<file path="src/hdl/bpl_pkg.sv">
`default_nettype none
package bpl_pkg;
   // ------------------------------------------------------------
   // link timing
   // ------------------------------------------------------------
   localparam int          CLK_HZ      = 20_000_000;
   localparam int          BAUD        = 9600;
   localparam int          BIT_CYC     = CLK_HZ / BAUD;
   localparam int          HALF_CYC    = BIT_CYC / 2;
   localparam int          STATUS_MS   = 500;
   localparam int          STATUS_CYC  = (CLK_HZ / 1000) * STATUS_MS;
   localparam logic [11:0] BIT_LAST    = 12'(BIT_CYC - 1);
   localparam logic [11:0] HALF_LAST   = 12'(HALF_CYC - 1);
   localparam logic [3:0]  STOP_BIT    = 4'h9;

   // ------------------------------------------------------------
   // frame layout
   // ------------------------------------------------------------
   localparam logic [7:0]  SYNC0       = 8'h73;
   localparam logic [7:0]  SYNC1       = 8'h6e;
   localparam logic [7:0]  SYNC2       = 8'h70;
   localparam int          KB_DATA     = 7;
   localparam int          KB_MULTI    = 6;
   localparam int          KB_LEN_HI   = 5;
   localparam int          KB_LEN_LO   = 2;
   localparam int          KB_FAIL     = 0;
   localparam logic [7:0]  KIND_DONE   = 8'h00;
   localparam logic [7:0]  KIND_FAIL   = 8'h01;
   localparam logic [7:0]  KIND_SINGLE = 8'h80;
   localparam logic [7:0]  KIND_STATUS = 8'hd0;
   localparam logic [7:0]  STATUS_ADDR = 8'h55;
   localparam logic [4:0]  STATUS_N    = 5'h04;
   localparam logic [7:0]  CMD_BASE    = 8'haa;
   localparam logic [6:0]  HDR_BYTES   = 7'h05;
   localparam logic [6:0]  FIXED_BYTES = 7'h07;
   localparam int          MAX_WORDS   = 16;

   typedef enum logic [2:0] {
      P_S0 = 3'b000, P_S1 = 3'b001, P_S2 = 3'b010, P_KIND = 3'b011,
      P_ADDR = 3'b100, P_DATA = 3'b101, P_CKHI = 3'b110, P_CKLO = 3'b111
   } bpl_parse_e;

   typedef enum logic [1:0] {
      E_IDLE = 2'b00, E_WRITE = 2'b01, E_CMD = 2'b10, E_SEND = 2'b11
   } bpl_eng_e;
endpackage
`default_nettype wire

</file>
<file path="src/hdl/bpl_link.sv">
`timescale 1ns/1ps
`default_nettype none
// Behaviour
// - every frame opens with bytes 73, 6e, 70 in that order
// - then kind byte, address byte, data section, two checksum bytes
// - kind bit 7 set when a data section is present
// - kind bit 6 set for a multi-register run
// - kind bits 5..2 give run length in registers
// - bit 1 reserved; failure bit 0 only sent, ignored on receive
// - address byte names read, write or first register of a run
// - no data flag: no data bytes, seven bytes in total
// - data without run flag: four data bytes, eleven in total
// - data with run flag: four bytes per register, seven plus that
// - read answer has data flag, copies run flag and length
// - after a write reply kind 00 with written or first address
// - kind 00 at command address invokes command, success echoes address
// - failed command replies like completion with failure bit set
// - commands with own reply send only that reply
// - in binary mode send status run d0 at 55 twice a second
// - first data word is addressed register, most significant byte first
// - link is asynchronous bytes at 9600 baud
// - run address steps by one per register
// - every register is 32 bits, four data bytes
module bpl_link
   import bpl_pkg::*;
#(
   parameter int STATUS_CYCLES = STATUS_CYC,
   parameter int BIT_CYCLES    = BIT_CYC
) (
   input  wire logic        core_clk,
   input  wire logic        sys_rst,
   input  wire logic        serial_rxd,
   output logic             serial_txd,
   input  wire logic        binary_mode,
   output logic [7:0]       reg_rd_addr,
   input  wire logic [31:0] reg_rd_data,
   output logic             reg_wr_en,
   output logic [7:0]       reg_wr_addr,
   output logic [31:0]      reg_wr_data,
   output logic             cmd_start,
   output logic [7:0]       cmd_addr,
   input  wire logic        cmd_done,
   input  wire logic        cmd_ok,
   input  wire logic        cmd_own_reply,
   output logic             frame_drop,
   output logic             busy
);
   // bit period is a parameter so that a bench can run the link fast
   localparam logic [11:0] BIT_END  = 12'(BIT_CYCLES - 1);
   localparam logic [11:0] HALF_END = 12'(BIT_CYCLES / 2 - 1);

   // ------------------------------------------------------------
   // receive side
   // ------------------------------------------------------------
   logic        rxs1_ff, rxs2_ff;
   logic        rx_act_ff, nxt_rx_act;
   logic [11:0] rx_cnt_ff, nxt_rx_cnt;
   logic [3:0]  rx_bit_ff, nxt_rx_bit;
   logic [7:0]  rx_sh_ff, nxt_rx_sh;
   logic        rx_vld_ff, nxt_rx_vld;
   logic        rx_ferr_ff, nxt_rx_ferr;

   always_ff @(posedge core_clk or posedge sys_rst) begin
      if (sys_rst) begin
         rxs1_ff <= 1'b1;
         rxs2_ff <= 1'b1;
      end else begin
         rxs1_ff <= serial_rxd;
         rxs2_ff <= rxs1_ff;
      end
   end

   // sample at mid-bit; a start bit that is gone at mid-bit is noise
   always_comb begin
      nxt_rx_act  = rx_act_ff;
      nxt_rx_cnt  = rx_cnt_ff;
      nxt_rx_bit  = rx_bit_ff;
      nxt_rx_sh   = rx_sh_ff;
      nxt_rx_vld  = 1'b0;
      nxt_rx_ferr = 1'b0;
      if (!rx_act_ff) begin
         if (!rxs2_ff) begin
            nxt_rx_act = 1'b1;
            nxt_rx_cnt = HALF_END;
            nxt_rx_bit = 4'h0;
         end
      end else if (rx_cnt_ff != 12'h000) begin
         nxt_rx_cnt = rx_cnt_ff - 12'h001;
      end else begin
         nxt_rx_cnt = BIT_END;
         nxt_rx_bit = rx_bit_ff + 4'h1;
         if (rx_bit_ff == 4'h0) begin
            nxt_rx_act = ~rxs2_ff;
         end else if (rx_bit_ff == STOP_BIT) begin
            nxt_rx_act  = 1'b0;
            nxt_rx_vld  = rxs2_ff;
            nxt_rx_ferr = ~rxs2_ff;
         end else begin
            nxt_rx_sh = {rxs2_ff, rx_sh_ff[7:1]};
         end
      end
   end

   always_ff @(posedge core_clk or posedge sys_rst) begin
      if (sys_rst) begin
         rx_act_ff  <= 1'b0;
         rx_cnt_ff  <= 12'h000;
         rx_bit_ff  <= 4'h0;
         rx_sh_ff   <= 8'h00;
         rx_vld_ff  <= 1'b0;
         rx_ferr_ff <= 1'b0;
      end else begin
         rx_act_ff  <= nxt_rx_act;
         rx_cnt_ff  <= nxt_rx_cnt;
         rx_bit_ff  <= nxt_rx_bit;
         rx_sh_ff   <= nxt_rx_sh;
         rx_vld_ff  <= nxt_rx_vld;
         rx_ferr_ff <= nxt_rx_ferr;
      end
   end

   // ------------------------------------------------------------
   // frame parser
   // ------------------------------------------------------------
   bpl_parse_e  p_st_ff, nxt_p_st;
   bpl_eng_e    e_st_ff;
   logic [15:0] p_sum_ff, nxt_p_sum;
   logic [7:0]  p_kind_ff, nxt_p_kind;
   logic [7:0]  p_addr_ff, nxt_p_addr;
   logic [5:0]  p_cnt_ff, nxt_p_cnt;
   logic [31:0] p_word_ff, nxt_p_word;
   logic [3:0]  p_wi_ff, nxt_p_wi;
   logic [7:0]  p_ckhi_ff, nxt_p_ckhi;
   logic        p_req_ff, nxt_p_req;
   logic        p_drop_ff, nxt_p_drop;
   logic        mem_we;
   logic [31:0] mem [0:MAX_WORDS-1];
   logic [5:0]  kind_bytes;
   logic [7:0]  rb;

   assign rb = rx_sh_ff;

   always_comb begin
      nxt_p_st   = p_st_ff;
      nxt_p_sum  = p_sum_ff + {8'h00, rb};
      nxt_p_kind = p_kind_ff;
      nxt_p_addr = p_addr_ff;
      nxt_p_cnt  = p_cnt_ff;
      nxt_p_word = p_word_ff;
      nxt_p_wi   = p_wi_ff;
      nxt_p_ckhi = p_ckhi_ff;
      nxt_p_req  = 1'b0;
      nxt_p_drop = 1'b0;
      mem_we     = 1'b0;
      kind_bytes = 6'h00;
      if (rb[KB_DATA]) begin
         kind_bytes = rb[KB_MULTI] ? {rb[KB_LEN_HI:KB_LEN_LO], 2'b00} : 6'h04;
      end
      if (rx_ferr_ff) begin
         nxt_p_st   = P_S0;
         nxt_p_drop = (p_st_ff != P_S0);
      end else if (rx_vld_ff) begin
         unique case (p_st_ff)
            P_S0: begin
               nxt_p_sum = {8'h00, rb};
               if (rb == SYNC0) nxt_p_st = P_S1;
            end
            P_S1: begin
               nxt_p_st = (rb == SYNC1) ? P_S2 : (rb == SYNC0) ? P_S1 : P_S0;
               // a repeated first start byte opens a fresh sum
               if (rb != SYNC1) nxt_p_sum = {8'h00, rb};
            end
            P_S2: begin
               nxt_p_st = (rb == SYNC2) ? P_KIND : (rb == SYNC0) ? P_S1 : P_S0;
               if (rb != SYNC2) nxt_p_sum = {8'h00, rb};
            end
            P_KIND: begin
               nxt_p_kind = rb;
               nxt_p_cnt  = kind_bytes;
               nxt_p_wi   = 4'h0;
               nxt_p_st   = P_ADDR;
               // a zero-length run is refused for reads as well as writes
               if (rb[KB_MULTI] && rb[KB_LEN_HI:KB_LEN_LO] == 4'h0) begin
                  nxt_p_st   = P_S0;
                  nxt_p_drop = 1'b1;
               end
            end
            P_ADDR: begin
               nxt_p_addr = rb;
               nxt_p_st   = (p_cnt_ff == 6'h00) ? P_CKHI : P_DATA;
            end
            P_DATA: begin
               nxt_p_word = {p_word_ff[23:0], rb};
               nxt_p_cnt  = p_cnt_ff - 6'h01;
               if (p_cnt_ff[1:0] == 2'b01) begin
                  mem_we   = 1'b1;
                  nxt_p_wi = p_wi_ff + 4'h1;
               end
               if (p_cnt_ff == 6'h01) nxt_p_st = P_CKHI;
            end
            P_CKHI: begin
               nxt_p_sum  = p_sum_ff;
               nxt_p_ckhi = rb;
               nxt_p_st   = P_CKLO;
            end
            P_CKLO: begin
               nxt_p_sum = p_sum_ff;
               nxt_p_st  = P_S0;
               // frames arriving while a reply is still running are dropped
               if ({p_ckhi_ff, rb} == p_sum_ff && e_st_ff == E_IDLE) begin
                  nxt_p_req = 1'b1;
               end else begin
                  nxt_p_drop = 1'b1;
               end
            end
         endcase
      end else begin
         nxt_p_sum = p_sum_ff;
      end
   end

   always_ff @(posedge core_clk) begin
      if (mem_we) mem[p_wi_ff] <= {p_word_ff[23:0], rb};
   end

   always_ff @(posedge core_clk or posedge sys_rst) begin
      if (sys_rst) begin
         p_st_ff   <= P_S0;
         p_sum_ff  <= 16'h0000;
         p_kind_ff <= 8'h00;
         p_addr_ff <= 8'h00;
         p_cnt_ff  <= 6'h00;
         p_word_ff <= 32'h0000_0000;
         p_wi_ff   <= 4'h0;
         p_ckhi_ff <= 8'h00;
         p_req_ff  <= 1'b0;
         p_drop_ff <= 1'b0;
      end else begin
         p_st_ff   <= nxt_p_st;
         p_sum_ff  <= nxt_p_sum;
         p_kind_ff <= nxt_p_kind;
         p_addr_ff <= nxt_p_addr;
         p_cnt_ff  <= nxt_p_cnt;
         p_word_ff <= nxt_p_word;
         p_wi_ff   <= nxt_p_wi;
         p_ckhi_ff <= nxt_p_ckhi;
         p_req_ff  <= nxt_p_req;
         p_drop_ff <= nxt_p_drop;
      end
   end

   // ------------------------------------------------------------
   // execute and reply
   // ------------------------------------------------------------
   bpl_eng_e    nxt_e_st;
   logic [7:0]  e_kind_ff, nxt_e_kind, e_addr_ff, nxt_e_addr;
   logic [4:0]  e_n_ff, nxt_e_n;
   logic [3:0]  e_wi_ff, nxt_e_wi;
   logic [6:0]  e_bi_ff, nxt_e_bi, e_tot_ff, nxt_e_tot, e_doff;
   logic [15:0] e_sum_ff, nxt_e_sum;
   logic [31:0] e_word_ff, nxt_e_word, wr_data_ff, nxt_wr_data;
   logic [7:0]  rd_addr_ff, nxt_rd_addr, wr_addr_ff, nxt_wr_addr;
   logic        wr_en_ff, nxt_wr_en, cmd_ff, nxt_cmd;
   logic        pend_ff, nxt_pend;
   logic [23:0] st_cnt_ff, nxt_st_cnt;
   logic        tx_busy_ff, tx_load;
   logic [7:0]  tx_byte;

   assign e_doff = e_bi_ff - HDR_BYTES;

   always_comb begin
      nxt_e_st    = e_st_ff;
      nxt_e_kind  = e_kind_ff;
      nxt_e_addr  = e_addr_ff;
      nxt_e_n     = e_n_ff;
      nxt_e_wi    = e_wi_ff;
      nxt_e_bi    = e_bi_ff;
      nxt_e_tot   = FIXED_BYTES + {e_n_ff, 2'b00};
      nxt_e_sum   = e_sum_ff;
      nxt_e_word  = e_word_ff;
      nxt_rd_addr = rd_addr_ff;
      nxt_wr_en   = 1'b0;
      nxt_wr_addr = wr_addr_ff;
      nxt_wr_data = wr_data_ff;
      nxt_cmd     = 1'b0;
      nxt_pend    = pend_ff;
      nxt_st_cnt  = st_cnt_ff + 24'h000001;
      tx_load     = 1'b0;
      tx_byte     = 8'h00;
      unique case (e_st_ff)
         E_IDLE: begin
            nxt_e_addr  = p_addr_ff;
            nxt_rd_addr = p_addr_ff;
            nxt_e_wi    = 4'h0;
            nxt_e_bi    = 7'h00;
            nxt_e_sum   = 16'h0000;
            nxt_e_n     = p_kind_ff[KB_MULTI] ? {1'b0, p_kind_ff[KB_LEN_HI:KB_LEN_LO]} : 5'h01;
            if (p_req_ff) begin
               if (p_kind_ff[KB_DATA]) begin
                  nxt_e_st = E_WRITE;
               end else if (p_addr_ff >= CMD_BASE) begin
                  nxt_cmd  = 1'b1;
                  nxt_e_st = E_CMD;
               end else begin
                  // bit 0 of the request is not copied back
                  nxt_e_kind = {1'b1, p_kind_ff[KB_MULTI:KB_LEN_LO], 2'b00};
                  nxt_e_st   = E_SEND;
               end
            end else if (pend_ff && binary_mode) begin
               nxt_pend    = 1'b0;
               nxt_e_kind  = KIND_STATUS;
               nxt_e_addr  = STATUS_ADDR;
               nxt_rd_addr = STATUS_ADDR;
               nxt_e_n     = STATUS_N;
               nxt_e_st    = E_SEND;
            end
         end
         E_WRITE: begin
            nxt_wr_en   = 1'b1;
            nxt_wr_addr = e_addr_ff + {4'h0, e_wi_ff};
            nxt_wr_data = mem[e_wi_ff];
            nxt_e_wi    = e_wi_ff + 4'h1;
            if ({1'b0, e_wi_ff} == e_n_ff - 5'h01) begin
               nxt_e_kind = KIND_DONE;
               nxt_e_n    = 5'h00;
               nxt_e_st   = E_SEND;
            end
         end
         E_CMD: begin
            if (cmd_done) begin
               nxt_e_st = E_SEND;
               nxt_e_n  = 5'h00;
               if (!cmd_ok) begin
                  nxt_e_kind = KIND_FAIL;
               end else if (cmd_own_reply) begin
                  nxt_e_kind = KIND_SINGLE;
                  nxt_e_n    = 5'h01;
               end else begin
                  nxt_e_kind = KIND_DONE;
               end
            end
         end
         E_SEND: begin
            if (!tx_busy_ff) begin
               tx_load  = 1'b1;
               nxt_e_bi = e_bi_ff + 7'h01;
               if (e_bi_ff == 7'h00) tx_byte = SYNC0;
               else if (e_bi_ff == 7'h01) tx_byte = SYNC1;
               else if (e_bi_ff == 7'h02) tx_byte = SYNC2;
               else if (e_bi_ff == 7'h03) tx_byte = e_kind_ff;
               else if (e_bi_ff == 7'h04) tx_byte = e_addr_ff;
               else if (e_bi_ff == e_tot_ff - 7'h02) tx_byte = e_sum_ff[15:8];
               else if (e_bi_ff == e_tot_ff - 7'h01) tx_byte = e_sum_ff[7:0];
               else if (e_doff[1:0] == 2'b00) begin
                  // latch the whole word so the four bytes stay coherent
                  tx_byte     = reg_rd_data[31:24];
                  nxt_e_word  = {reg_rd_data[23:0], 8'h00};
                  nxt_rd_addr = rd_addr_ff + 8'h01;
               end else begin
                  tx_byte    = e_word_ff[31:24];
                  nxt_e_word = {e_word_ff[23:0], 8'h00};
               end
               if (e_bi_ff < e_tot_ff - 7'h02) nxt_e_sum = e_sum_ff + {8'h00, tx_byte};
               if (e_bi_ff == e_tot_ff - 7'h01) nxt_e_st = E_IDLE;
            end
         end
      endcase
      // after the case so a new tick wins over clearing the one being served
      if (!binary_mode) begin
         nxt_st_cnt = 24'h000000;
         nxt_pend   = 1'b0;
      end else if (st_cnt_ff == 24'(STATUS_CYCLES - 1)) begin
         nxt_st_cnt = 24'h000000;
         nxt_pend   = 1'b1;
      end
   end

   always_ff @(posedge core_clk or posedge sys_rst) begin
      if (sys_rst) begin
         e_st_ff    <= E_IDLE;
         e_kind_ff  <= 8'h00;
         e_addr_ff  <= 8'h00;
         e_n_ff     <= 5'h00;
         e_wi_ff    <= 4'h0;
         e_bi_ff    <= 7'h00;
         e_tot_ff   <= 7'h07;
         e_sum_ff   <= 16'h0000;
         e_word_ff  <= 32'h0000_0000;
         rd_addr_ff <= 8'h00;
         wr_en_ff   <= 1'b0;
         wr_addr_ff <= 8'h00;
         wr_data_ff <= 32'h0000_0000;
         cmd_ff     <= 1'b0;
         pend_ff    <= 1'b0;
         st_cnt_ff  <= 24'h000000;
      end else begin
         e_st_ff    <= nxt_e_st;
         e_kind_ff  <= nxt_e_kind;
         e_addr_ff  <= nxt_e_addr;
         e_n_ff     <= nxt_e_n;
         e_wi_ff    <= nxt_e_wi;
         e_bi_ff    <= nxt_e_bi;
         e_tot_ff   <= nxt_e_tot;
         e_sum_ff   <= nxt_e_sum;
         e_word_ff  <= nxt_e_word;
         rd_addr_ff <= nxt_rd_addr;
         wr_en_ff   <= nxt_wr_en;
         wr_addr_ff <= nxt_wr_addr;
         wr_data_ff <= nxt_wr_data;
         cmd_ff     <= nxt_cmd;
         pend_ff    <= nxt_pend;
         st_cnt_ff  <= nxt_st_cnt;
      end
   end

   // ------------------------------------------------------------
   // transmit side
   // ------------------------------------------------------------
   logic [11:0] tx_cnt_ff, nxt_tx_cnt;
   logic [3:0]  tx_bit_ff, nxt_tx_bit;
   logic [9:0]  tx_sh_ff, nxt_tx_sh;
   logic        nxt_tx_busy;

   always_comb begin
      nxt_tx_busy = tx_busy_ff;
      nxt_tx_cnt  = tx_cnt_ff;
      nxt_tx_bit  = tx_bit_ff;
      nxt_tx_sh   = tx_sh_ff;
      if (tx_load) begin
         nxt_tx_busy = 1'b1;
         nxt_tx_cnt  = BIT_END;
         nxt_tx_bit  = 4'h0;
         nxt_tx_sh   = {1'b1, tx_byte, 1'b0};
      end else if (tx_busy_ff) begin
         if (tx_cnt_ff != 12'h000) begin
            nxt_tx_cnt = tx_cnt_ff - 12'h001;
         end else begin
            nxt_tx_cnt  = BIT_END;
            nxt_tx_bit  = tx_bit_ff + 4'h1;
            nxt_tx_sh   = {1'b1, tx_sh_ff[9:1]};
            nxt_tx_busy = (tx_bit_ff != STOP_BIT);
         end
      end
   end

   always_ff @(posedge core_clk or posedge sys_rst) begin
      if (sys_rst) begin
         tx_busy_ff <= 1'b0;
         tx_cnt_ff  <= 12'h000;
         tx_bit_ff  <= 4'h0;
         tx_sh_ff   <= 10'h3ff;
      end else begin
         tx_busy_ff <= nxt_tx_busy;
         tx_cnt_ff  <= nxt_tx_cnt;
         tx_bit_ff  <= nxt_tx_bit;
         tx_sh_ff   <= nxt_tx_sh;
      end
   end

   assign serial_txd  = tx_sh_ff[0];
   assign reg_rd_addr = rd_addr_ff;
   assign reg_wr_en   = wr_en_ff;
   assign reg_wr_addr = wr_addr_ff;
   assign reg_wr_data = wr_data_ff;
   assign cmd_start   = cmd_ff;
   assign cmd_addr    = e_addr_ff;
   assign frame_drop  = p_drop_ff;
   assign busy        = (e_st_ff != E_IDLE) | tx_busy_ff;

   // ------------------------------------------------------------
   // checks
   // ------------------------------------------------------------
   AST_SYNC_FIRST: assert property (@(posedge core_clk) disable iff (sys_rst)
      tx_load && e_bi_ff == 7'h00 |-> tx_byte == 8'h73)
      else $error("frame does not open with first start byte");
   AST_LEN_TOTAL: assert property (@(posedge core_clk) disable iff (sys_rst)
      tx_load && e_bi_ff == 7'h04 |-> e_tot_ff == 7'd7 + {e_n_ff, 2'b00})
      else $error("reply length differs from seven plus four per word");
   AST_HUNT: assert property (@(posedge core_clk) disable iff (sys_rst)
      rx_ferr_ff |=> p_st_ff == P_S0)
      else $error("broken byte did not restart the hunt");
   AST_RUN_STEP: assert property (@(posedge core_clk) disable iff (sys_rst)
      reg_wr_en && $past(reg_wr_en) |-> reg_wr_addr == $past(reg_wr_addr) + 8'h01)
      else $error("run write address did not step by one");
   AST_WRITE_DONE: assert property (@(posedge core_clk) disable iff (sys_rst)
      $fell(reg_wr_en) |-> e_kind_ff == 8'h00 && e_st_ff == E_SEND)
      else $error("write not followed by completion");
   AST_CMD_FAIL: assert property (@(posedge core_clk) disable iff (sys_rst)
      e_st_ff == E_CMD && cmd_done && !cmd_ok |=> e_kind_ff == 8'h01)
      else $error("failed command not flagged");
   AST_READ_REPLY: assert property (@(posedge core_clk) disable iff (sys_rst)
      e_st_ff == E_IDLE && p_req_ff && !p_kind_ff[7] && p_addr_ff < 8'haa
      |=> e_kind_ff[7] && e_kind_ff[6:2] == $past(p_kind_ff[6:2]))
      else $error("read answer kind does not mirror request");
   AST_STATUS: assert property (@(posedge core_clk) disable iff (sys_rst)
      e_st_ff == E_IDLE && !p_req_ff && pend_ff && binary_mode
      |=> e_kind_ff == 8'hd0 && e_addr_ff == 8'h55 && e_n_ff == 5'h04)
      else $error("status frame header wrong");
endmodule
`default_nettype wire

</file>
<file path="config.mk">
export PLATFORM = sky130hd
export DESIGN_NAME = bpl_link
export DESIGN_NICKNAME = d
export VERILOG_FILES = /design/src/hdl/bpl_pkg.sv /design/src/hdl/bpl_link.sv
export SDC_FILE = /design/constraint.sdc
export NUM_CORES = 1
export LEC_CHECK = 0
export BUFFER_PORTS_ARGS = -buffer_cell sky130_fd_sc_hd__buf_2
export CAP_MARGIN = 5
export CORE_MARGIN = 10
export CORE_UTILIZATION = 40
export DETAILED_ROUTE_END_ITERATION = 8
export HOLD_SLACK_MARGIN = 0.02
export SLEW_MARGIN = 20
export SYNTH_ARGS = -nofsm -noshare
export SYNTH_HDL_FRONTEND = slang
export SYNTH_SLANG_ARGS = --single-unit
</file>
<file path="constraint.sdc">
create_clock -name core_clk -period 9.88 [get_ports core_clk]
set_input_delay 0.988 -clock core_clk [delete_from_list [all_inputs] [get_ports core_clk]]
set_output_delay 0.988 -clock core_clk [all_outputs]
set_load 0.005 [all_outputs]
</file>
# Word-level counts from Yosys, hierarchy flattened

Memory sizes are Yosys's and may differ from the RTL's. A register that Yosys moved wholly into a read port is not among the register bits.
Cells that the tools add are included.

Bitwise gates (word level): 14
Reductions and logical operators: 40
Multiply operators: 0
Div/mod/pow operators: 0
Equal/unequal tests: 54
Add/sub/neg operators: 18
Magnitude comparators: 2
Shifts and indexed selects: 0
Multiplexer cells: 137

Operators with widths:

| operator                                                              | count |
|---|---|
| 8-bit 2-to-1 mux                                                      | 31 |
| 16-bit 2-to-1 mux                                                     | 6 |
| 12-bit 2-to-1 mux                                                     | 6 |
| 16-bit one-hot mux with 4 select lines                                | 1 |
| 24-bit 2-to-1 mux                                                     | 2 |
| 1-bit 2-to-1 mux                                                      | 46 |
| 4-bit 2-to-1 mux                                                      | 10 |
| 16-bit by 8-bit adder with 16-bit output                              | 2 |
| 32-bit 2-to-1 mux                                                     | 1 |
| 2-bit inequality test (second input constant)                         | 16 |
| 16-bit one-hot mux with 2 select lines                                | 1 |
| 10-bit 2-to-1 mux                                                     | 3 |
| 3-bit AND reduction                                                   | 9 |
| 24-bit by 1-bit adder with 24-bit output (second input constant)      | 1 |
| 24-bit == test (second input constant)                                | 1 |
| 8-bit by 7-bit == test with 1-bit output (second input constant)      | 3 |
| 3-bit one-hot mux with 8 select lines                                 | 1 |
| 8-bit one-hot mux with 3 select lines                                 | 1 |
| 12-bit nonzero test                                                   | 2 |
| 12-bit by 1-bit subtractor with 12-bit output (second input constant) | 2 |
| 2-bit 2-to-1 mux                                                      | 9 |
| 3-bit 2-to-1 mux                                                      | 6 |
| 4-bit by 1-bit adder with 4-bit output (second input constant)        | 4 |
| 16-bit == test                                                        | 1 |
| other kinds (56)                                                      | 100 |

Latch bits: 0
Memories: 1
Flip-flop bits (word level): 267
Output and inout port bits: 61
Bits in read-only memories: 0
Bits in writable memories: 512

Memory list:

| name | depth | width | read ports | clocked after Yosys merged registers in | wr ports | line            | source |
|---|---|---|---|---|---|---|---|
| mem  | 16    | 32    | 1          | 1                                       | 1        | bpl_link.sv:137 | `logic [31:0] mem [0:MAX_WORDS-1];` |

# Logic depth before layout (Yosys ltp)

Gate-level depths: netlist of the first run.

Depth after elaboration: 16
Mapped depth: 20
Mapped depth without buffers: 19

# Least setup slack after synthesis of the first run

No wires, ideal clock.

Path type: register to register
From: register p_st_ff[2]
To: memory mem[0][0] (enable)
Data arrival time: 3.623 ns
Setup slack: 5.797 ns
Required time: 9.419 ns
Clock period less this slack: 4.083 ns
Library setup time: 0.461 ns
Cell stages (with the launch flop): 7
Path through: dfrtp_1 > nor2b_1 > nand2_1 > nor2_1 > clkbuf_1 > nand3_1 > nor3_1

Cells in the longest elaborated chain, start to end: 6

Ends and longest elaborated chain:

| what                                   | line            | source |
|---|---|---|
| start, declared                        | bpl_link.sv:125 | `bpl_parse_e p_st_ff, nxt_p_st;` |
| start signal, assigned                 | bpl_link.sv:239 | `p_st_ff <= nxt_p_st;` |
| 3-bit == test                          | bpl_link.sv:163 | `unique case (p_st_ff)` |
| 1-bit 2-to-1 mux                       | bpl_link.sv:163 |  |
| 1-bit 2-to-1 mux                       | bpl_link.sv:162 | `end else if (rx_vld_ff) begin` |
| 1-bit 2-to-1 mux                       | bpl_link.sv:159 | `if (rx_ferr_ff) begin` |
| 1-bit 2-to-1 mux                       | bpl_link.sv:223 | `if (mem_we) mem[p_wi_ff] <= {p_word_ff[23:0], rb};` |
| 1-bit 2-to-1 mux (implied by the code) | bpl_link.sv:223 |  |
| end, declared                          | bpl_link.sv:137 |  |

No other way between the ends.

# Final worst setup path of the first run

From: register e_bi_ff[5]
To: register e_sum_ff[15]

Cells in the longest elaborated chain, start to end: 14
Elaborated cells on any way between the ends: 23
Classes of those cells: add/sub: 1; order compare: 1; eq/ne: 7; mux: 12; reduce/logical: 2

Ends and longest elaborated chain:

| what                                     | line            | source |
|---|---|---|
| start, declared                          | bpl_link.sv:259 | `logic [6:0] e_bi_ff, nxt_e_bi, e_tot_ff, nxt_e_tot, e_doff;` |
| start signal, assigned                   | bpl_link.sv:402 | `e_bi_ff <= nxt_e_bi;` |
| 7-bit == test                            | bpl_link.sv:353 | `else if (e_bi_ff == e_tot_ff - 7'h01) tx_byte = e_sum_ff[7:0];` |
| 8-bit 2-to-1 mux                         | bpl_link.sv:353 |  |
| 8-bit 2-to-1 mux                         | bpl_link.sv:352 | `else if (e_bi_ff == e_tot_ff - 7'h02) tx_byte = e_sum_ff[15:8];` |
| 8-bit 2-to-1 mux                         | bpl_link.sv:351 | `else if (e_bi_ff == 7'h04) tx_byte = e_addr_ff;` |
| 8-bit 2-to-1 mux                         | bpl_link.sv:350 | `else if (e_bi_ff == 7'h03) tx_byte = e_kind_ff;` |
| 8-bit 2-to-1 mux                         | bpl_link.sv:349 | `else if (e_bi_ff == 7'h02) tx_byte = SYNC2;` |
| 8-bit 2-to-1 mux                         | bpl_link.sv:348 | `else if (e_bi_ff == 7'h01) tx_byte = SYNC1;` |
| 8-bit 2-to-1 mux                         | bpl_link.sv:347 | `if (e_bi_ff == 7'h00) tx_byte = SYNC0;` |
| 8-bit 2-to-1 mux                         | bpl_link.sv:344 | `if (!tx_busy_ff) begin` |
| 8-bit 2-to-1 mux                         | bpl_link.sv:290 | `unique case (e_st_ff)` |
| 16-bit by 8-bit adder with 16-bit output | bpl_link.sv:363 | `if (e_bi_ff < e_tot_ff - 7'h02) nxt_e_sum = e_sum_ff + {8'h00, tx_byte};` |
| 16-bit 2-to-1 mux                        | bpl_link.sv:363 |  |
| 16-bit 2-to-1 mux                        | bpl_link.sv:344 |  |
| 16-bit one-hot mux with 2 select lines   | bpl_link.sv:290 |  |
| end signal, assigned                     | bpl_link.sv:404 | `e_sum_ff <= nxt_e_sum;` |
| end, declared                            | bpl_link.sv:260 | `logic [15:0] e_sum_ff, nxt_e_sum;` |

Several ways; a longest one is shown, not always the timed one. The select of a mux whose other input is x is not followed.
A chain may end at the register's enable or synchronous reset.

==> results of run 1 <==
[registers in the layout, indices dropped and copies added (netlist names), 9 cells and up]
register	flops
e_word_ff	24
e_sum_ff	16
rx_cnt_ff	12
mem	512
tx_cnt_ff	12
reg_wr_data	32
p_sum_ff	16
st_cnt_ff	24
p_word_ff	24
tx_sh_ff	9
[through the flow]
stage	util	hold WS [ns]
floorplan	-	0.345
global placement	0.425	0.378
detailed placement	0.425	0.377
CTS	0.458	0.381
global route	0.458	0.381
finish	0.458	0.369
[cell usage after synthesis (9+ instances only)]
| cell | number |
|---|---|
| a31oi_1 | 10 |
| and3_1 | 17 |
| nand2b_1 | 13 |
| o221ai_1 | 33 |
| mux4_2 | 64 |
| dfrtp_1 | 272 |
| or3_1 | 20 |
| dfstp_2 | 12 |
| or4_1 | 10 |
| nor3_1 | 32 |
| mux2_2 | 68 |
| o211ai_1 | 11 |
| edfxtp_1 | 512 |
| nor2b_1 | 9 |
| o21ai_0 | 146 |
| o22ai_1 | 46 |
| nand3_1 | 55 |
| a211oi_1 | 15 |
| nor2_1 | 186 |
| mux2i_1 | 160 |
| xnor2_1 | 34 |
| o31ai_1 | 9 |
| nand4_1 | 17 |
| a21oi_1 | 122 |
| clkbuf_1 | 99 |
| nand2_1 | 270 |
| ha_1 | 55 |
| buf_1 | 17 |
| inv_1 | 64 |
| xor2_1 | 29 |
[path summary, 6_finish.rpt]
kind	start	endpoint	slack [ns]	cells past startpoint
max in group asynchronous	sys_rst	e_wi_ff[1]	8.04	3
min in group asynchronous	sys_rst	st_cnt_ff[7]	0.48	2
min reg2reg	rxs1_ff	rxs2_ff	0.37	0
min	rxs1_ff	rxs2_ff	0.37	0
max reg2reg	e_bi_ff[5]	e_sum_ff[15]	5.21	14
max	e_bi_ff[5]	e_sum_ff[15]	5.21	14
[layer usage]
metal | part of all wire | vias to the layer above | global-route usage
met5 | 0 | - | 0
met3 | 0.046 | 127 | 0.0246
met1 | 0.44 | 10700 | 0.216
met4 | 0.023 | 0 | 0.0480
met2 | 0.49 | 474 | 0.272
li1 | - | 9698 | -
[kinds of logic (layout without fill, tap and decap cells)]
group | Yosys count | in the layout
flops | 796 | 796
simple gates | 669 | 669
compound gates | 466 | 466
mux | 292 | 292
buf+inv | 184 | 354
xor+xnor | 63 | 63
fa+ha+maj | 60 | 60
[power groups by stage]
stage          registers (mW)  logic [mW]  clock network [mW]
3_5_place_dp             3.98        1.62                   0
4_1_cts                  3.92        1.62                3.29
5_1_grt                  3.94        1.77                3.43
2_1_floorplan            3.88        1.23                   0
6_report                 3.92        1.60                3.23
3_3_place_gp             3.98        1.59                   0
[cells in the final DEF, fill, tap and decap left out, drive strengths merged, types with 33 or more instances in the layout]
master / instances
edfxtp: 512
o21ai: 146
dfrtp: 272
o221ai: 33
nand2: 270
ha: 55
nor2: 186
inv: 67
buf: 135
xnor2: 34
mux2: 68
nand3: 55
mux2i: 160
mux4: 64
a21oi: 122
clkbuf: 120
o22ai: 46
[worst max-delay path, cell delays in order, from the launching register on]
cell and delay (ns):
dfrtp_1 0.47, ha_1 0.36, nand3_1 0.29, nor2_2 0.65, a211oi_1 0.12, a211o_1 0.31, o221ai_1 0.07, o311a_1 0.24
a21oi_1 0.07, ha_1 0.36, a21oi_1 0.15, a2111o_1 0.49, a2111o_1 0.46, a211oi_1 0.29, mux2i_1 0.24
[final cells by class]
| type | count | area share |
|---|---|---|
| clock buffers | 120 | 0.0608 |
| clock inverters | 34 | 0.0120 |
| inverters | 65 | 0.00658 |
| multi-input cells | 1550 | 0.286 |
| flip-flops and latches | 796 | 0.577 |
| well taps | 1144 | 0.0367 |
| repair buffers | 135 | 0.0201 |
==> metrics, run 1 <==
min cycle time layout 4.67 ns; #FFs+latches synth 796; Worst setup EP type flop; first-pass GRT wire length 126000 um; Clock transition at path regs 0.06 ns; Logic pwr share 0.183; DP Worst Slack 5.02 ns; prevailing post-synth register cell edfxtp_1; async set-or-reset flop fraction in the synthesized netlist 0.357; crit path DAT 5.21 ns; Routed wire per std cell 21.0 um; Starting Density 0.403; DRT Pass-1 Iters 5; Flop pwr share 0.448; Slew Viols, Final 0; vias in the first global route 21200; DR iter-0 viols 1732; Post-Synth Adder-Cell Area 0.0225; Antenna Nets Post-Route 0; Final Cell Area 39000 um2; Slew headroom 0.251; post-synthesis cell type count 80; unrepaired setup endpoints after global routing false; GP Congestion 0.858; Synth Cell Area 34200 um2; initial antenna violation count 1; GRT Residual Overflow 0; Gate Count Post-Synth 2530; Tcrit/Tclk final 0.472; Int Pwr 6.31 mW; Worst Clk Skew 0.0196 ns; largest family of logic cells by synthesized area multiplexers; f_max 214 MHz; Synth area leader edfxtp_1; Synth Area in Compound Gates 0.0843; largest cells by area after synthesis edfxtp_1 45%, dfrtp_1 20%, mux2i_1 4.7%; placed cells 3690; Fin. Hold Viols 0; CTS tree built; Synth top area share 0.449; die area 97700 um2; core area 85000 um2; status finished, final reports clean; Area growth, synth to finish 13.9%; XOR/XNOR Fraction of Synth Area 0.0161; Worst Setup Start Kind flop; Clock Tree Root clkbuf_16; Clk pwr share 0.369; PwrDens 224 nW/um2; drt drc 0; sw frac 0.278; fin cells 3844; Leakage 13.2 nW; CTS resizes 0; sequential fraction of the synthesis area 0.657; IO Pins 100; Setup TNS Final 0 ns; Fill cells 7446; clk buf depth 3; Worst Path Class, Setup flop to flop; largest net degree at the start of global routing 144; Slew @ Worst Pin 1.12 ns; critical path required time 10.42 ns; Final WS setup 5.21 ns; syn_area_per_cell 13.5 um2; Hold/Removal Path Class flop to flop; mux share of post-synthesis cell area 0.111; Clock Sink Count 796; switching power of the nets 2.43 mW; CTS Hold Bufs 0; worst skew pair latency 0.64 ns; DR vias 21000; DP HPWL 48600 um; total power 8.74 mW; Mapped Nets 2627; postcts setup bufs 0; Die Y 313 um; final wirelength 80700 um; area of the multi-input gates 11200 um2; placed instance area 36100 um2; synth warn 0; Total GRT Usage 0.162; Final setup viols 0; Die X 313 um; row count 107; diodes inserted 0; CTS Buf Count 83; total area of sequential cells 22500 um2; max cap viols 0; share of cells above drive strength 1 0.165; EDFF count, synth 512; Port Buf Inserts 99; Vias/cell 5.45; CTS H-tree depth 3; critical path fanouts, max 19; Final nets 2728; simple-gate portion of the synthesized area 0.0882; Peak VDD IR 187 uV
(Power assumes the default switching activity.)
==> run 2, diff against run 1 <==
==> constraint.sdc (replaced) <==
create_clock -name core_clk -period 4.2 [get_ports core_clk]
set_input_delay 0.42 -clock core_clk [delete_from_list [all_inputs] [get_ports core_clk]]
set_output_delay 0.42 -clock core_clk [all_outputs]
set_load 0.005 [all_outputs]
==> run 2 against run 1 <==
- combinational power rose by 150%
- clock-buffer cell count fell by 4
- sequential power increased by 140%
- highest routed layer unchanged
- clock skew increased by 0.020 ns
- via count up 0.75%
- first-iteration DRC count decreased by 4.7%
- total power rose by 140%
- cell count grew 1.1%
- worst setup slack worse by 5.0 ns
==> metrics, run 2 (synthesis gave the netlist of run 1 again) <==
Clock Sink Count 796 (unchanged); critical path fanouts, max 7 (-12); critical path required time 4.76 ns (-5.66 ns); Slew @ Worst Pin 1.05 ns (-0.0691 ns); first-pass GRT wire length 128000 um (+1.9%); Worst Clk Skew 0.0391 ns (+0.0195 ns); Worst path top cell family by delay compound AO/OA/AOI/OAI gates; crit-path cells inv_1 > ha_2 > and3_4 > nand2_2 > a211oi_2 > a21oi_1 > a221oi_2 > a31oi_1 > nand2_1 > ha_1 > inv_1 > fa_2 > inv_1 > a21oi_1 > nand2_1 > o21ai_0 > o31a_1 > or4_1 > a21oi_1; Fill cells 7401 (-0.60%); Antenna Nets Post-Route 0 (unchanged); met2 routed WL 40700 um (+3.1%); DP HPWL 49500 um (+1.7%); Setup TNS Final 0 ns (unchanged); Worst Setup Start Kind flop; Clock transition at path regs 0.06 ns (about the same); Stages on worst setup path 19 (+5); Die Y 313 um (unchanged); GRT Residual Overflow 0 (unchanged); Worst path max stage delay 0.52 ns (-0.13 ns); CTS H-tree depth 3 (unchanged); CTS Buf Count 84 (+1.2%); most common cell after layout, fill and taps aside edfxtp_1; core area 85000 um2 (unchanged); DR vias 21100 (+0.75%); hold depth 3 (+3); worst skew pair latency 0.65 ns (about the same); M1 wire length 35600 um (about the same); share of cells above drive strength 1 0.183 (+0.0178); Worst setup EP type flop; status finished, final reports clean; Starting Density 0.403 (unchanged); Vias/cell 5.43 (-0.36%); Worst Path Class, Setup flop to flop; DR iter-0 viols 1650 (-4.7%); IO Pins 100 (unchanged); clk buf depth 3 (unchanged); diodes inserted 0 (unchanged); most frequent cells in the layout 512 x edfxtp_1, 267 x nand2_1, 265 x dfrtp_1; largest net degree at the start of global routing 96 (-33%); Slew headroom 0.297 (+0.0460); WP buf/inv 3 (+3); final wirelength 82000 um (+1.6%); max reg flops 512 (unchanged); sw frac 0.282 (+0.00423); Fin. Hold Viols 0 (unchanged); Flop pwr share 0.443 (-0.005); Die X 313 um (unchanged); GP Congestion 0.901 (+5.0%); Int Pwr 14.9 mW (+140%); initial antenna violation count 0 (-1); Largest Register mem; CTS tree built; Peak VDD IR 441 uV (+140%); Logic pwr share 0.188 (+0.005); Tcrit/Tclk final 0.950 (+0.478); Area growth, synth to finish 15.5%; vias in the first global route 21700 (+2.6%); Total GRT Usage 0.165 (+0.00313); Clk pwr share 0.369 (about the same); Slew Viols, Final 0 (unchanged); Port Buf Inserts 99 (unchanged); f_max 251 MHz (+17%); switching power of the nets 5.88 mW (+140%); crit path DAT 4.55 ns (-0.66 ns); row count 107 (unchanged); drt drc 0 (unchanged); Final setup viols 0 (unchanged); PwrDens 527 nW/um2 (+130%); met3 wire len 3820 um (+3.8%); WHS 0.0592 ns (-0.310 ns); DRT Pass-1 Iters 6 (+1); max cap viols 0 (unchanged); min cycle time layout 3.99 ns (-0.678 ns); Leakage 13.4 nW (+1.9%); die area 97700 um2 (unchanged); Routed wire per std cell 21.1 um (+0.50%); CP max-delay cell dfstp_2; worst reg-to-reg path cell count 19 (+5); Top Layer Used met4; Final nets 2768 (+1.5%); Clock Tree Root clkbuf_16; Hold/Removal Path Class input port to flop
-- run 2: cell count changes in the layout (fill, tap and decap cells not counted), sizes merged --
cell,change
buf,+29
dlygate4sd3,+10
clkinv,+6
clkbuf,-4
clkinvlp,+1
inv,+1
-- run 2: power by group through the flow --
stage	combinational (mW)	sequential, mW	clock, mW
finish	3.92	9.22	7.68
CTS	3.92	9.22	7.86
global placement	3.83	9.35	0
detailed placement	3.90	9.37	0
global route	4.33	9.28	8.17
floorplan	2.88	9.13	0
-- run 2: final timing paths --
kind                                  to            from  slack (ns)
setup / recovery            e_sum_ff[10]     e_tot_ff[2]        0.21
hold / removal             e_word_ff[16]  reg_rd_data[8]        0.06
setup reg to reg            e_sum_ff[10]     e_tot_ff[2]        0.21
hold reg to reg                  rxs2_ff         rxs1_ff        0.36
max in group asynchronous  tx_cnt_ff[11]         sys_rst        2.62
min in group asynchronous   e_word_ff[8]         sys_rst        0.41
-- run 2: layer usage --
layer  vias up  track usage
li1       9755            -
met1     10800        0.220
met2       480        0.278
met3       131       0.0240
met4         0       0.0497
met5         -            0
-- run 2: layout make-up --
cell class / count / area, um2 / share of cell area
flip-flops and latches: 796 / 22500 / 0.569
multi-input cells: 1550 / 11200 / 0.284
clock buffers: 116 / 2350 / 0.0595
well taps: 1144 / 1430 / 0.0362
repair buffers: 174 / 1190 / 0.0300
clock inverters: 42 / 569 / 0.0144
inverters: 65 / 248 / 0.00627
-- run 2: through the flow --
stage,util,instances,power (mW),setup slack (ns),cell area (um2)
CTS,0.464,3883,21.0,0.0266,39400
global placement,0.428,3715,13.2,0.189,36400
global route,0.465,3887,21.8,-0.106,39500
finish,0.465,3887,20.8,0.210,39500
detailed placement,0.428,3715,13.3,0.0678,36400
floorplan,-,2530,12.0,0.0265,34200
-- run 2: worst reg2reg max path: cells and delay by family (launching register included) --
kind	cells	cell delay [ns]
and+or+nand+nor	5	0.95
buffers and inverters	3	0.16
DFF	1	0.52
AOI/OAI and AO/OA	8	1.39
adders and majority gates	3	0.87
-- run 2: what timing repair did --
item,CTS,global route
hold buffers,10,0
setup endpoints to repair,0,9
setup buffers,0,4
resized for setup,0,17
endpoints found under the hold margin,33,0
